File: src/rtl/serial_port_consts.svh
// register offsets, reset values and counts for the serial port
`ifndef SERIAL_PORT_CONSTS_SVH
`define SERIAL_PORT_CONSTS_SVH
// ****************************************
// register map (byte addresses)
// ****************************************
`define SP_ADDR_W 8
`define SP_OFF_CFG 8'h00
`define SP_OFF_CTL 8'h04
`define SP_OFF_NINTH 8'h08
`define SP_OFF_STATUS 8'h0c
`define SP_OFF_DATA 8'h10
`define SP_OFF_BAUD 8'h14
// ****************************************
// reset values and counts
// ****************************************
`define SP_CFG_RESET 8'h00
`define SP_CTL_RESET 8'h00
`define SP_BAUD_RESET 16'h0103
`define SP_LEN_SHORT 4'd10
`define SP_LEN_LONG 4'd11
`define SP_BITS_W 4
`endif

File: src/rtl/serial_port_pkg.sv
// types shared by the serial port control block
`default_nettype none
package serial_port_pkg;
	// line configuration register fields, msb first
	typedef struct packed {
		logic internal_loopback;
		logic serial_module_on;
		logic tx_polarity_flip;
		logic char_length_select;
		logic wake_on_addr_mark;
		logic idle_count_after_stop;
		logic parity_on;
		logic parity_odd_sel;
	} line_config_s;
	// enable and interrupt control register fields
	typedef struct packed {
		logic tx_empty_irq_en;
		logic tx_done_irq_en;
		logic rx_full_irq_en;
		logic idle_irq_en;
		logic tx_on;
		logic rx_on;
		logic rx_standby;
		logic break_send;
	} enable_irq_s;
	// status register fields
	typedef struct packed {
		logic tx_buffer_empty;
		logic tx_done_flag;
		logic rx_buffer_full;
		logic idle_flag;
		logic [1:0] zero;
		logic framing_err;
		logic parity_err;
	} status_s;
	typedef enum logic [1:0] {
		TX_IDLE = 2'b00,
		TX_FRAME = 2'b01,
		TX_ONE = 2'b10
	} tx_state_e;
	typedef enum logic [1:0] {
		RX_IDLE = 2'b00,
		RX_START = 2'b01,
		RX_BITS = 2'b10
	} rx_state_e;
endpackage : serial_port_pkg
`default_nettype wire

File: src/rtl/serial_port_control.sv
// serial port control: apb registers, transmitter, receiver and pin takeover
//
// Summary of operation
// - module on drives tx pin always
// - module on reads rx pin unless loopback
// - loopback feeds transmitter output to receiver
// - module off sets empty/done, masks tx irq
// - polarity flip inverts every transmitted level
// - length select gives 10 or 11 bits
// - parity takes character msb position
// - parity select: one odd, zero even
// - wake by address mark or idle line
// - idle count after stop or start
// - tx irq from empty or done flags
// - rx irq from full or idle flags
// - tx on sends preamble of ones
// - tx off finishes current character first
// - tx off-on mid-character queues idle character
// - rx off keeps receiver flags
// - standby masks rx irq until wake
// - break toggle sends break then one
// - break before preamble replaces the preamble
// - reset clears both control registers
// - ninth bit travels with data byte
// - address wake sets full, idle wake not
`timescale 1ns/10ps
`default_nettype none
`include "serial_port_consts.svh"
module serial_port_control #(
	parameter int DIV_W = 16
) (
	input wire logic clock_in,
	input wire logic rst_b_in,
	input wire logic psel_in,
	input wire logic penable_in,
	input wire logic pwrite_in,
	input wire logic [`SP_ADDR_W-1:0] paddr_in,
	input wire logic [31:0] pwdata_in,
	output logic [31:0] prdata_out,
	output logic pready_out,
	output logic pslverr_out,
	input wire logic rxd_pin_in,
	output logic txd_pin_out,
	output logic txd_pin_oe_out,
	input wire logic port_tx_data_in,
	input wire logic port_b_direction_in,
	output logic tx_irq_out,
	output logic rx_irq_out
);
	import serial_port_pkg::*;

	// ****************************************
	// elaboration check
	// ****************************************
	if (DIV_W < 4 || DIV_W > 16)
	begin : g_bad_div
		$error("DIV_W must lie in 4..16");
	end

	line_config_s cfg_reg;
	enable_irq_s ctl_reg;
	status_s stat;
	tx_state_e tx_state_reg;
	rx_state_e rx_state_reg;
	logic tx_ninth_bit_reg, rx_ninth_bit_reg;
	logic [7:0] tx_data_reg, rx_data_reg;
	logic [DIV_W-1:0] baud_div_reg, baud_cnt_reg;
	logic [31:0] prdata_reg, rd_mux;
	logic tx_buffer_empty_reg, rx_buffer_full_reg;
	logic idle_flag_reg, framing_err_reg, parity_err_reg;
	logic [10:0] tx_shift_reg;
	logic [`SP_BITS_W-1:0] tx_bits_reg, rx_bits_reg, idle_cnt_reg;
	logic tx_is_break_reg, preamble_pend_reg, tx_on_prev_reg;
	logic rx_s1_reg, rx_s2_reg, rx_s3_reg, rx_filt_reg;
	logic [DIV_W:0] rx_cnt_reg;
	logic [9:0] rx_shift_reg;
	logic rx_done_reg, idle_armed_reg, txd_oe_reg;

	// ****************************************
	// apb decode
	// ****************************************
	wire access = psel_in & penable_in;
	wire hit_cfg = paddr_in == `SP_OFF_CFG;
	wire hit_ctl = paddr_in == `SP_OFF_CTL;
	wire hit_ninth = paddr_in == `SP_OFF_NINTH;
	wire hit_stat = paddr_in == `SP_OFF_STATUS;
	wire hit_data = paddr_in == `SP_OFF_DATA;
	wire hit_baud = paddr_in == `SP_OFF_BAUD;
	wire mapped = hit_cfg | hit_ctl | hit_ninth | hit_stat | hit_data | hit_baud;
	wire wr = access & pwrite_in;
	wire data_wr = wr & hit_data;
	wire data_rd = access & ~pwrite_in & hit_data;
	assign pready_out = 1'b1;
	assign pslverr_out = access & ~mapped;
	assign prdata_out = prdata_reg;

	// read selection, unmapped reads zero
	always_comb
	begin
		rd_mux = 32'h0000_0000;
		case (1'b1)
			hit_cfg: rd_mux[7:0] = cfg_reg;
			hit_ctl: rd_mux[7:0] = ctl_reg;
			hit_ninth: rd_mux[7:0] = {rx_ninth_bit_reg, tx_ninth_bit_reg, 6'h00};
			hit_stat: rd_mux[7:0] = stat;
			hit_data: rd_mux[7:0] = rx_data_reg;
			hit_baud: rd_mux[DIV_W-1:0] = baud_div_reg;
			default: rd_mux = 32'h0000_0000;
		endcase
	end

	// read data captured in the setup cycle
	always_ff @(posedge clock_in or negedge rst_b_in)
	begin
		if (!rst_b_in)
			prdata_reg <= 32'h0000_0000;
		else if (psel_in & ~penable_in & ~pwrite_in)
			prdata_reg <= rd_mux;
	end

	// ****************************************
	// control registers
	// ****************************************
	wire module_on = cfg_reg.serial_module_on;
	wire m9 = cfg_reg.char_length_select;
	wire odd = cfg_reg.parity_odd_sel;
	wire par_on = cfg_reg.parity_on;
	wire rx_en = module_on & ctl_reg.rx_on;
	wire tx_go = module_on & ctl_reg.tx_on;
	wire [`SP_BITS_W-1:0] frame_len = m9 ? `SP_LEN_LONG : `SP_LEN_SHORT;
	logic wake_addr, idle_event;
	wire wake_idle = idle_event & ctl_reg.rx_standby & ~cfg_reg.wake_on_addr_mark;

	always_ff @(posedge clock_in or negedge rst_b_in)
	begin
		if (!rst_b_in)
			cfg_reg <= `SP_CFG_RESET;
		else if (wr & hit_cfg)
			cfg_reg <= pwdata_in[7:0];
	end

	always_ff @(posedge clock_in or negedge rst_b_in)
	begin
		if (!rst_b_in)
			ctl_reg <= `SP_CTL_RESET;
		else if (wr & hit_ctl)
			ctl_reg <= pwdata_in[7:0];
		else if (wake_addr | wake_idle)
			ctl_reg.rx_standby <= 1'b0;
	end

	always_ff @(posedge clock_in or negedge rst_b_in)
	begin
		if (!rst_b_in)
		begin
			tx_ninth_bit_reg <= 1'b0;
			tx_data_reg <= 8'h00;
			baud_div_reg <= DIV_W'(`SP_BAUD_RESET);
		end
		else
		begin
			if (wr & hit_ninth)
				tx_ninth_bit_reg <= pwdata_in[6];
			if (data_wr)
				tx_data_reg <= pwdata_in[7:0];
			if (wr & hit_baud)
				baud_div_reg <= pwdata_in[DIV_W-1:0];
		end
	end

	// ****************************************
	// baud divider, one-cycle bit tick
	// ****************************************
	wire tick = module_on & (baud_cnt_reg == '0);
	always_ff @(posedge clock_in or negedge rst_b_in)
	begin
		if (!rst_b_in)
			baud_cnt_reg <= '0;
		else if (!module_on | tick)
			baud_cnt_reg <= baud_div_reg;
		else
			baud_cnt_reg <= baud_cnt_reg - 1'b1;
	end

	// ****************************************
	// transmitter
	// ****************************************
	// parity into msb
	wire par7 = ^tx_data_reg[6:0] ^ odd;
	wire par8 = ^tx_data_reg ^ odd;
	wire bit7 = (par_on & ~m9) ? par7 : tx_data_reg[7];
	wire bit8 = par_on ? par8 : tx_ninth_bit_reg;
	wire [10:0] data_frame = m9 ? {1'b1, bit8, bit7, tx_data_reg[6:0], 1'b0}
		: {2'b11, bit7, tx_data_reg[6:0], 1'b0};

	wire in_frame = tx_state_reg == TX_FRAME;
	wire tx_end = tick & ((in_frame & tx_bits_reg == 4'd1) | tx_state_reg == TX_ONE);
	wire goto_one = tx_end & in_frame & tx_is_break_reg & ~ctl_reg.break_send;
	wire tx_free = tick & ((tx_state_reg == TX_IDLE) | tx_end) & ~goto_one & tx_go;
	wire ld_brk = tx_free & ctl_reg.break_send;
	wire ld_pre = tx_free & ~ctl_reg.break_send & preamble_pend_reg;
	wire ld_dat = tx_free & ~ctl_reg.break_send & ~preamble_pend_reg & ~tx_buffer_empty_reg;
	wire tx_rise = ctl_reg.tx_on & ~tx_on_prev_reg;
	wire tx_level = in_frame ? tx_shift_reg[0] : 1'b1;
	wire tx_pin_level = tx_level ^ cfg_reg.tx_polarity_flip;

	// shifter state
	always_ff @(posedge clock_in or negedge rst_b_in)
	begin
		if (!rst_b_in)
		begin
			tx_state_reg <= TX_IDLE;
			tx_shift_reg <= '1;
			tx_bits_reg <= '0;
			tx_is_break_reg <= 1'b0;
		end
		else if (!module_on)
			tx_state_reg <= TX_IDLE;
		else if (goto_one)
			tx_state_reg <= TX_ONE;
		else if (ld_pre | ld_brk | ld_dat)
		begin
			tx_state_reg <= TX_FRAME;
			tx_shift_reg <= ld_dat ? data_frame : {11{ld_pre}};
			tx_bits_reg <= frame_len;
			tx_is_break_reg <= ld_brk;
		end
		else if (tx_end)
			tx_state_reg <= TX_IDLE;
		else if (tick & in_frame)
		begin
			tx_shift_reg <= {1'b1, tx_shift_reg[10:1]};
			tx_bits_reg <= tx_bits_reg - 1'b1;
		end
	end

	always_ff @(posedge clock_in or negedge rst_b_in)
	begin
		if (!rst_b_in)
		begin
			tx_buffer_empty_reg <= 1'b1;
			preamble_pend_reg <= 1'b0;
			tx_on_prev_reg <= 1'b0;
		end
		else
		begin
			tx_buffer_empty_reg <= ~module_on | ld_dat | (tx_buffer_empty_reg & ~data_wr);
			preamble_pend_reg <= module_on & (tx_rise | (preamble_pend_reg & ~ld_pre & ~ld_brk));
			tx_on_prev_reg <= ctl_reg.tx_on;
		end
	end

	wire tx_done = tx_buffer_empty_reg & (tx_state_reg == TX_IDLE)
		& ~preamble_pend_reg & ~(tx_go & ctl_reg.break_send);

	// pin takeover, open drain pulls low only
	always_ff @(posedge clock_in or negedge rst_b_in)
	begin
		if (!rst_b_in)
			txd_oe_reg <= 1'b0;
		else if (module_on)
			txd_oe_reg <= ~tx_pin_level;
		else
			txd_oe_reg <= port_b_direction_in & ~port_tx_data_in;
	end
	assign txd_pin_out = 1'b0;
	assign txd_pin_oe_out = txd_oe_reg;

	// ****************************************
	// receiver
	// ****************************************
	// pin synchroniser, change taken when stages agree
	always_ff @(posedge clock_in or negedge rst_b_in)
	begin
		if (!rst_b_in)
		begin
			rx_s1_reg <= 1'b1;
			rx_s2_reg <= 1'b1;
			rx_s3_reg <= 1'b1;
			rx_filt_reg <= 1'b1;
		end
		else
		begin
			rx_s1_reg <= rxd_pin_in;
			rx_s2_reg <= rx_s1_reg;
			rx_s3_reg <= rx_s2_reg;
			if (rx_s2_reg == rx_s3_reg)
				rx_filt_reg <= rx_s3_reg;
		end
	end

	wire rx_line = cfg_reg.internal_loopback ? tx_pin_level : rx_filt_reg;
	wire [DIV_W:0] bit_full = {1'b0, baud_div_reg};
	wire [DIV_W:0] bit_half = {2'b00, baud_div_reg[DIV_W-1:1]};
	wire rx_zero = rx_cnt_reg == '0;

	// start detect and bit sampling
	always_ff @(posedge clock_in or negedge rst_b_in)
	begin
		if (!rst_b_in)
		begin
			rx_state_reg <= RX_IDLE;
			rx_cnt_reg <= '0;
			rx_bits_reg <= '0;
			rx_shift_reg <= '0;
			rx_done_reg <= 1'b0;
		end
		else
		begin
			rx_done_reg <= 1'b0;
			rx_cnt_reg <= rx_zero ? bit_full : rx_cnt_reg - 1'b1;
			case (rx_state_reg)
				RX_IDLE:
				begin
					rx_cnt_reg <= bit_half;
					if (rx_en & ~rx_line)
						rx_state_reg <= RX_START;
				end
				RX_START:
					if (rx_zero)
					begin
						rx_state_reg <= rx_line ? RX_IDLE : RX_BITS;
						rx_bits_reg <= frame_len - 4'd1;
					end
				RX_BITS:
					if (rx_zero)
					begin
						rx_shift_reg <= {rx_line, rx_shift_reg[9:1]};
						rx_bits_reg <= rx_bits_reg - 1'b1;
						if (rx_bits_reg == 4'd1)
						begin
							rx_state_reg <= RX_IDLE;
							rx_done_reg <= 1'b1;
						end
					end
				default: rx_state_reg <= RX_IDLE;
			endcase
			if (!rx_en)
				rx_state_reg <= RX_IDLE;
		end
	end

	// align character, ninth copies bit seven in short mode
	wire [8:0] rx_char = m9 ? rx_shift_reg[8:0] : {rx_shift_reg[8], rx_shift_reg[8:1]};
	wire rx_msb = m9 ? rx_char[8] : rx_char[7];
	wire rx_par_bad = par_on & ((m9 ? ^rx_char : ^rx_char[7:0]) ^ odd);
	assign wake_addr = rx_done_reg & ctl_reg.rx_standby & cfg_reg.wake_on_addr_mark & rx_msb;
	wire rx_accept = rx_done_reg & (~ctl_reg.rx_standby | wake_addr);

	wire idle_hold = ~rx_line | (cfg_reg.idle_count_after_stop & rx_state_reg != RX_IDLE);
	assign idle_event = rx_en & tick & ~idle_hold & (idle_cnt_reg == frame_len - 4'd1);
	always_ff @(posedge clock_in or negedge rst_b_in)
	begin
		if (!rst_b_in)
			idle_cnt_reg <= '0;
		else if (rx_en & tick)
			idle_cnt_reg <= idle_hold ? '0 : idle_cnt_reg + {3'b000, idle_cnt_reg != frame_len};
	end

	wire idle_set = idle_event & ~ctl_reg.rx_standby & idle_armed_reg;

	// receive data and flags, set wins over read clear
	always_ff @(posedge clock_in or negedge rst_b_in)
	begin
		if (!rst_b_in)
		begin
			rx_data_reg <= 8'h00;
			rx_ninth_bit_reg <= 1'b0;
			rx_buffer_full_reg <= 1'b0;
			idle_flag_reg <= 1'b0;
			framing_err_reg <= 1'b0;
			parity_err_reg <= 1'b0;
			idle_armed_reg <= 1'b0;
		end
		else
		begin
			if (rx_accept)
			begin
				rx_data_reg <= rx_char[7:0];
				rx_ninth_bit_reg <= rx_char[8];
			end
			rx_buffer_full_reg <= rx_accept | (rx_buffer_full_reg & ~data_rd);
			idle_flag_reg <= idle_set | (idle_flag_reg & ~data_rd);
			framing_err_reg <= (rx_accept & ~rx_shift_reg[9]) | (framing_err_reg & ~data_rd);
			parity_err_reg <= (rx_accept & rx_par_bad) | (parity_err_reg & ~data_rd);
			idle_armed_reg <= rx_accept | (idle_armed_reg & ~idle_set);
		end
	end

	// ****************************************
	// status and interrupt requests
	// ****************************************
	assign stat = '{tx_buffer_empty: tx_buffer_empty_reg, tx_done_flag: tx_done,
		rx_buffer_full: rx_buffer_full_reg, idle_flag: idle_flag_reg, zero: 2'b00,
		framing_err: framing_err_reg, parity_err: parity_err_reg};
	assign tx_irq_out = module_on & ((tx_buffer_empty_reg & ctl_reg.tx_empty_irq_en)
		| (tx_done & ctl_reg.tx_done_irq_en));
	assign rx_irq_out = ~ctl_reg.rx_standby & ((rx_buffer_full_reg & ctl_reg.rx_full_irq_en)
		| (idle_flag_reg & ctl_reg.idle_irq_en));
endmodule : serial_port_control
`default_nettype wire

File: config.mk
export PLATFORM = sky130hd
export DESIGN_NAME = serial_port_control
export DESIGN_NICKNAME = d
export VERILOG_FILES = /design/src/rtl/serial_port_pkg.sv /design/src/rtl/serial_port_control.sv
export VERILOG_INCLUDE_DIRS = /design/src /design/src/rtl
export SDC_FILE = /design/constraint.sdc
export NUM_CORES = 1
export LEC_CHECK = 0
export BUFFER_PORTS_ARGS = -buffer_cell sky130_fd_sc_hd__clkbuf_2
export CORE_MARGIN = 4
export CORE_UTILIZATION = 25
export CTS_CLUSTER_SIZE = 8
export DETAILED_ROUTE_END_ITERATION = 10
export GPL_TIMING_DRIVEN = 0
export PLACE_DENSITY = 0.45
export SLEW_MARGIN = 25
export SYNTH_ARGS = -nofsm -noshare
export SYNTH_HDL_FRONTEND = slang
export SYNTH_SLANG_ARGS = --single-unit
File: constraint.sdc
create_clock -name clock_in -period 2.4 [get_ports clock_in]
set_clock_uncertainty 0.1 [all_clocks]
set_input_delay 0.12 -clock clock_in [delete_from_list [all_inputs] [get_ports clock_in]]
set_output_delay 0.12 -clock clock_in [all_outputs]
set_load 0.005 [all_outputs]
==> summary.txt <==
Outcome
  • Status: complete, no violations

CTS
  • CTS buffer count: 17
  • CTS tree: built
  • Clk Latency, worst-skew pair: between 0.4 and 0.5 ns
  • Clk root buf: clkbuf_16
  • # H-tree levels: 4
  • Worst-path clk slew: 0.07 ns
  • Clock Path Buffers: 2
  • Clk sinks: about 150

Synthesis
  • YS warnings: 0
  • Post-synth top flop: dfrtp_1
  • Seq/Total Area, Yosys: 0.499
  • Most instantiated cells after synthesis: 132 x dfrtp_1, 75 x nand2_1, 70 x o21ai_0
  • Yosys top cell by area: dfrtp_1
  • Syn Inst Count: 738
  • Post-synth top area share: 0.433
  • FF+latch count, synth: 151
  • Synth cell types: 65
  • Number of synthesized flops with an enable pin: 0
  • Mapped Area: 0.00762 mm²
  • Top post-synthesis cells by area: dfrtp_1 43%, mux2_2 7.1%, dfstp_2 6.5%
  • Fraction of registers with async set or reset after synthesis: 1.00
  • Most numerous cell in the Yosys netlist: dfrtp_1
  • Synth Area per Inst: approximately 10 µm²

Critical path
  • Setup CP Type: reg -> reg
  • Critical path data required time: 2.65 ns
  • CP endpoint kind: register
  • Critical path arrival: 2.64 ns
  • Startpoint class of the critical path: register
  • Critical path peak fanout: 4

Routing
  • Vias/cell: between 4 and 5
  • Total Wirelength: 21900 µm
  • Drt drc: 0
  • Vias after detailed routing: 5945
  • DRT Pass-1 Iters: 4
  • DRT antenna net count: 0
  • Initial DRC Count: 285
  • Avg WL per Cell: 17.2 µm

Global route
  • Global Route Usage Sum: 0.132
  • Number of global-route vias before repair: 5989
  • GR Overflow Total: 0
  • Global-route wire length before repair: 34800 µm
  • Initial antenna violation count: 3
  • Largest net degree at the start of global routing: 67

Flow run
  • Maximum Capacitance Violations: 0

Final layout
  • Synthesis-to-finish area growth: 29.5%
  • Final cell count without fillers: between 1000 and 1500
  • Share of layout cells above drive strength 1: 0.302
  • Fin nets: about 930
  • Max reg flops: 17

Timing
  • Tmin final: 2.39 ns
  • Slew HR: 0.314
  • Slew @ Worst Pin: 1.02 ns
  • Final hold vios: 0
  • Fmax: 0.419 GHz
  • Fin. max-slew vios: 0
  • Period utilization: 0.995
  • Unrepaired setup endpoints after global routing: yes
  • Final setup fails: 0
  • Fin Hold WS: 0.0348 ns

Pwr
  • Leakage: 4.40 nW
  • Max IR drop VDD: just over 0.0004 V
  • Pwr dens: 571 mW/mm²

Placement
  • PortBufs: 49
  • Post-DP HPWL: roughly 15000 µm
  • GPL Wtd Cong: about 0.79
  • Cells after DPL: 1195

Floorplanning
  • Die height: 183 µm
  • Die ar.: ~0.033 mm²
  • Total core area: 0.0299 mm²
  • I/O Pins: 86
  • Initial cell density of the core: 0.255
  • Row Count: 63
  • Die Wd: 183 µm

Min path
  • Min-Delay Path Class: in -> reg
worst max-delay path: stages, from the launching register on:
cell	delay, ns
dfrtp_1	0.40
inv_2	0.08
ha_4	0.12
or4b_4	0.47
o31ai_4	0.27
nor2b_4	0.22
buf_6	0.11
nand3b_1	0.15
and3_1	0.24
o21ai_1	0.15
final timing paths:
check,endpoint,startpoint,cells past startpoint,slack (ns)
worst max-delay path,tx_shift_reg[9]$_DFFE_PN1P_,tx_bits_reg[1]$_DFFE_PN0P_,9,0.01
worst min-delay path,tx_data_reg[3]$_DFFE_PN0P_,pwdata_in[3],2,0.03
worst max register to register,tx_shift_reg[9]$_DFFE_PN1P_,tx_bits_reg[1]$_DFFE_PN0P_,9,0.01
worst min register to register,rx_s2_reg$_DFF_PN1_,rx_s1_reg$_DFF_PN1_,0,0.26
max in group asynchronous,rx_s3_reg$_DFF_PN1_,rst_b_in,3,1.40
min in group asynchronous,baud_cnt_reg[11]$_DFF_PN0_,rst_b_in,2,0.09
routing by layer:
metal | routed length (µm) | part of all wire | GRT usage | up-vias
li1 | - | - | - | 2875
met1 | 10200 | 0.47 | 0.184 | 2954
met2 | 10600 | 0.48 | 0.211 | 94
met3 | 808 | 0.037 | 0.0277 | 18
met4 | 256 | 0.012 | 0.0309 | 4
met5 | 23 | 0.0010 | 0 | -
area by class of cell:
| cell class | count | area [µm²] |
|---|---|---|
| Fill cell | 3026 | 20000 |
| Multi-Input combinational cell | 538 | 3860 |
| Sequential cell | 151 | 3810 |
| Timing Repair Buffer | 100 | 802 |
| Tap cell | 390 | 488 |
| Clock buffer | 18 | 429 |
| Buffer | 43 | 280 |
| Clock inverter | 14 | 135 |
| Inverter | 19 | 71.3 |
| Antenna cell | 1 | 2.50 |
logic make-up after synthesis:
group | after synthesis | share of synthesized area
and+or+nand+nor | 227 | 0.151
AOI/OAI and AO/OA | 172 | 0.141
DFF | 151 | 0.499
buffers and inverters | 66 | 0.0451
muxes | 64 | 0.0935
xor gates and xnor gates | 46 | 0.0528
adders and majority gates | 10 | 0.0161
other | 2 | 0.000985
stage by stage:
| step | setup WS, ns | setup TNS (ns) | power, mW | instance area, µm² | utilization |
|---|---|---|---|---|---|
| 2_1_floorplan | -0.0101 | -0.124 | 2.83 | 7710 | - |
| 3_3_place_gp | -1.82 | -267.56 | 2.98 | 8450 | 0.283 |
| 3_5_place_dp | -0.586 | -19.25 | 2.99 | 8520 | 0.285 |
| 4_1_cts | -0.0468 | -0.0521 | 5.70 | 9620 | 0.322 |
| 5_1_grt | -0.0923 | -1.29 | 5.87 | 9870 | 0.330 |
| 6_report | 0.0125 | 0 | 5.63 | 9870 | 0.331 |
timing repair:
action,CTS,global route
pin swaps,17,19
cloned,1,2
resized for setup,59,60
buffers inserted,19,9
setup endpoints to repair,65,55
hold endpoints to repair,164,0
hold buffers,19,0
placed cells by master, fill, tap and decap left out, drive strengths merged, types with 11 or more instances in the layout:
| cell | instances |
|---|---|
| nor3 | 21 |
| a21oi | 32 |
| nor2 | 48 |
| nand3 | 16 |
| dlygate4sd3 | 19 |
| dfstp | 19 |
| inv | 27 |
| dfrtp | 132 |
| o21ai | 73 |
| mux2i | 15 |
| mux2 | 48 |
| clkbuf | 86 |
| xor2 | 13 |
| a22o | 21 |
| conb | 18 |
| xnor2 | 33 |
| nor2b | 11 |
| buf | 56 |
| nand2 | 76 |
power breakdown:
group | switching (mW) | total (mW) | internal (mW)
clock | 1.17 | 2.62 | 1.46
combinational | 0.221 | 0.398 | 0.178
sequential | 0.0350 | 2.61 | 2.58
No activity file was read; power rests on OpenSTA's default activity.
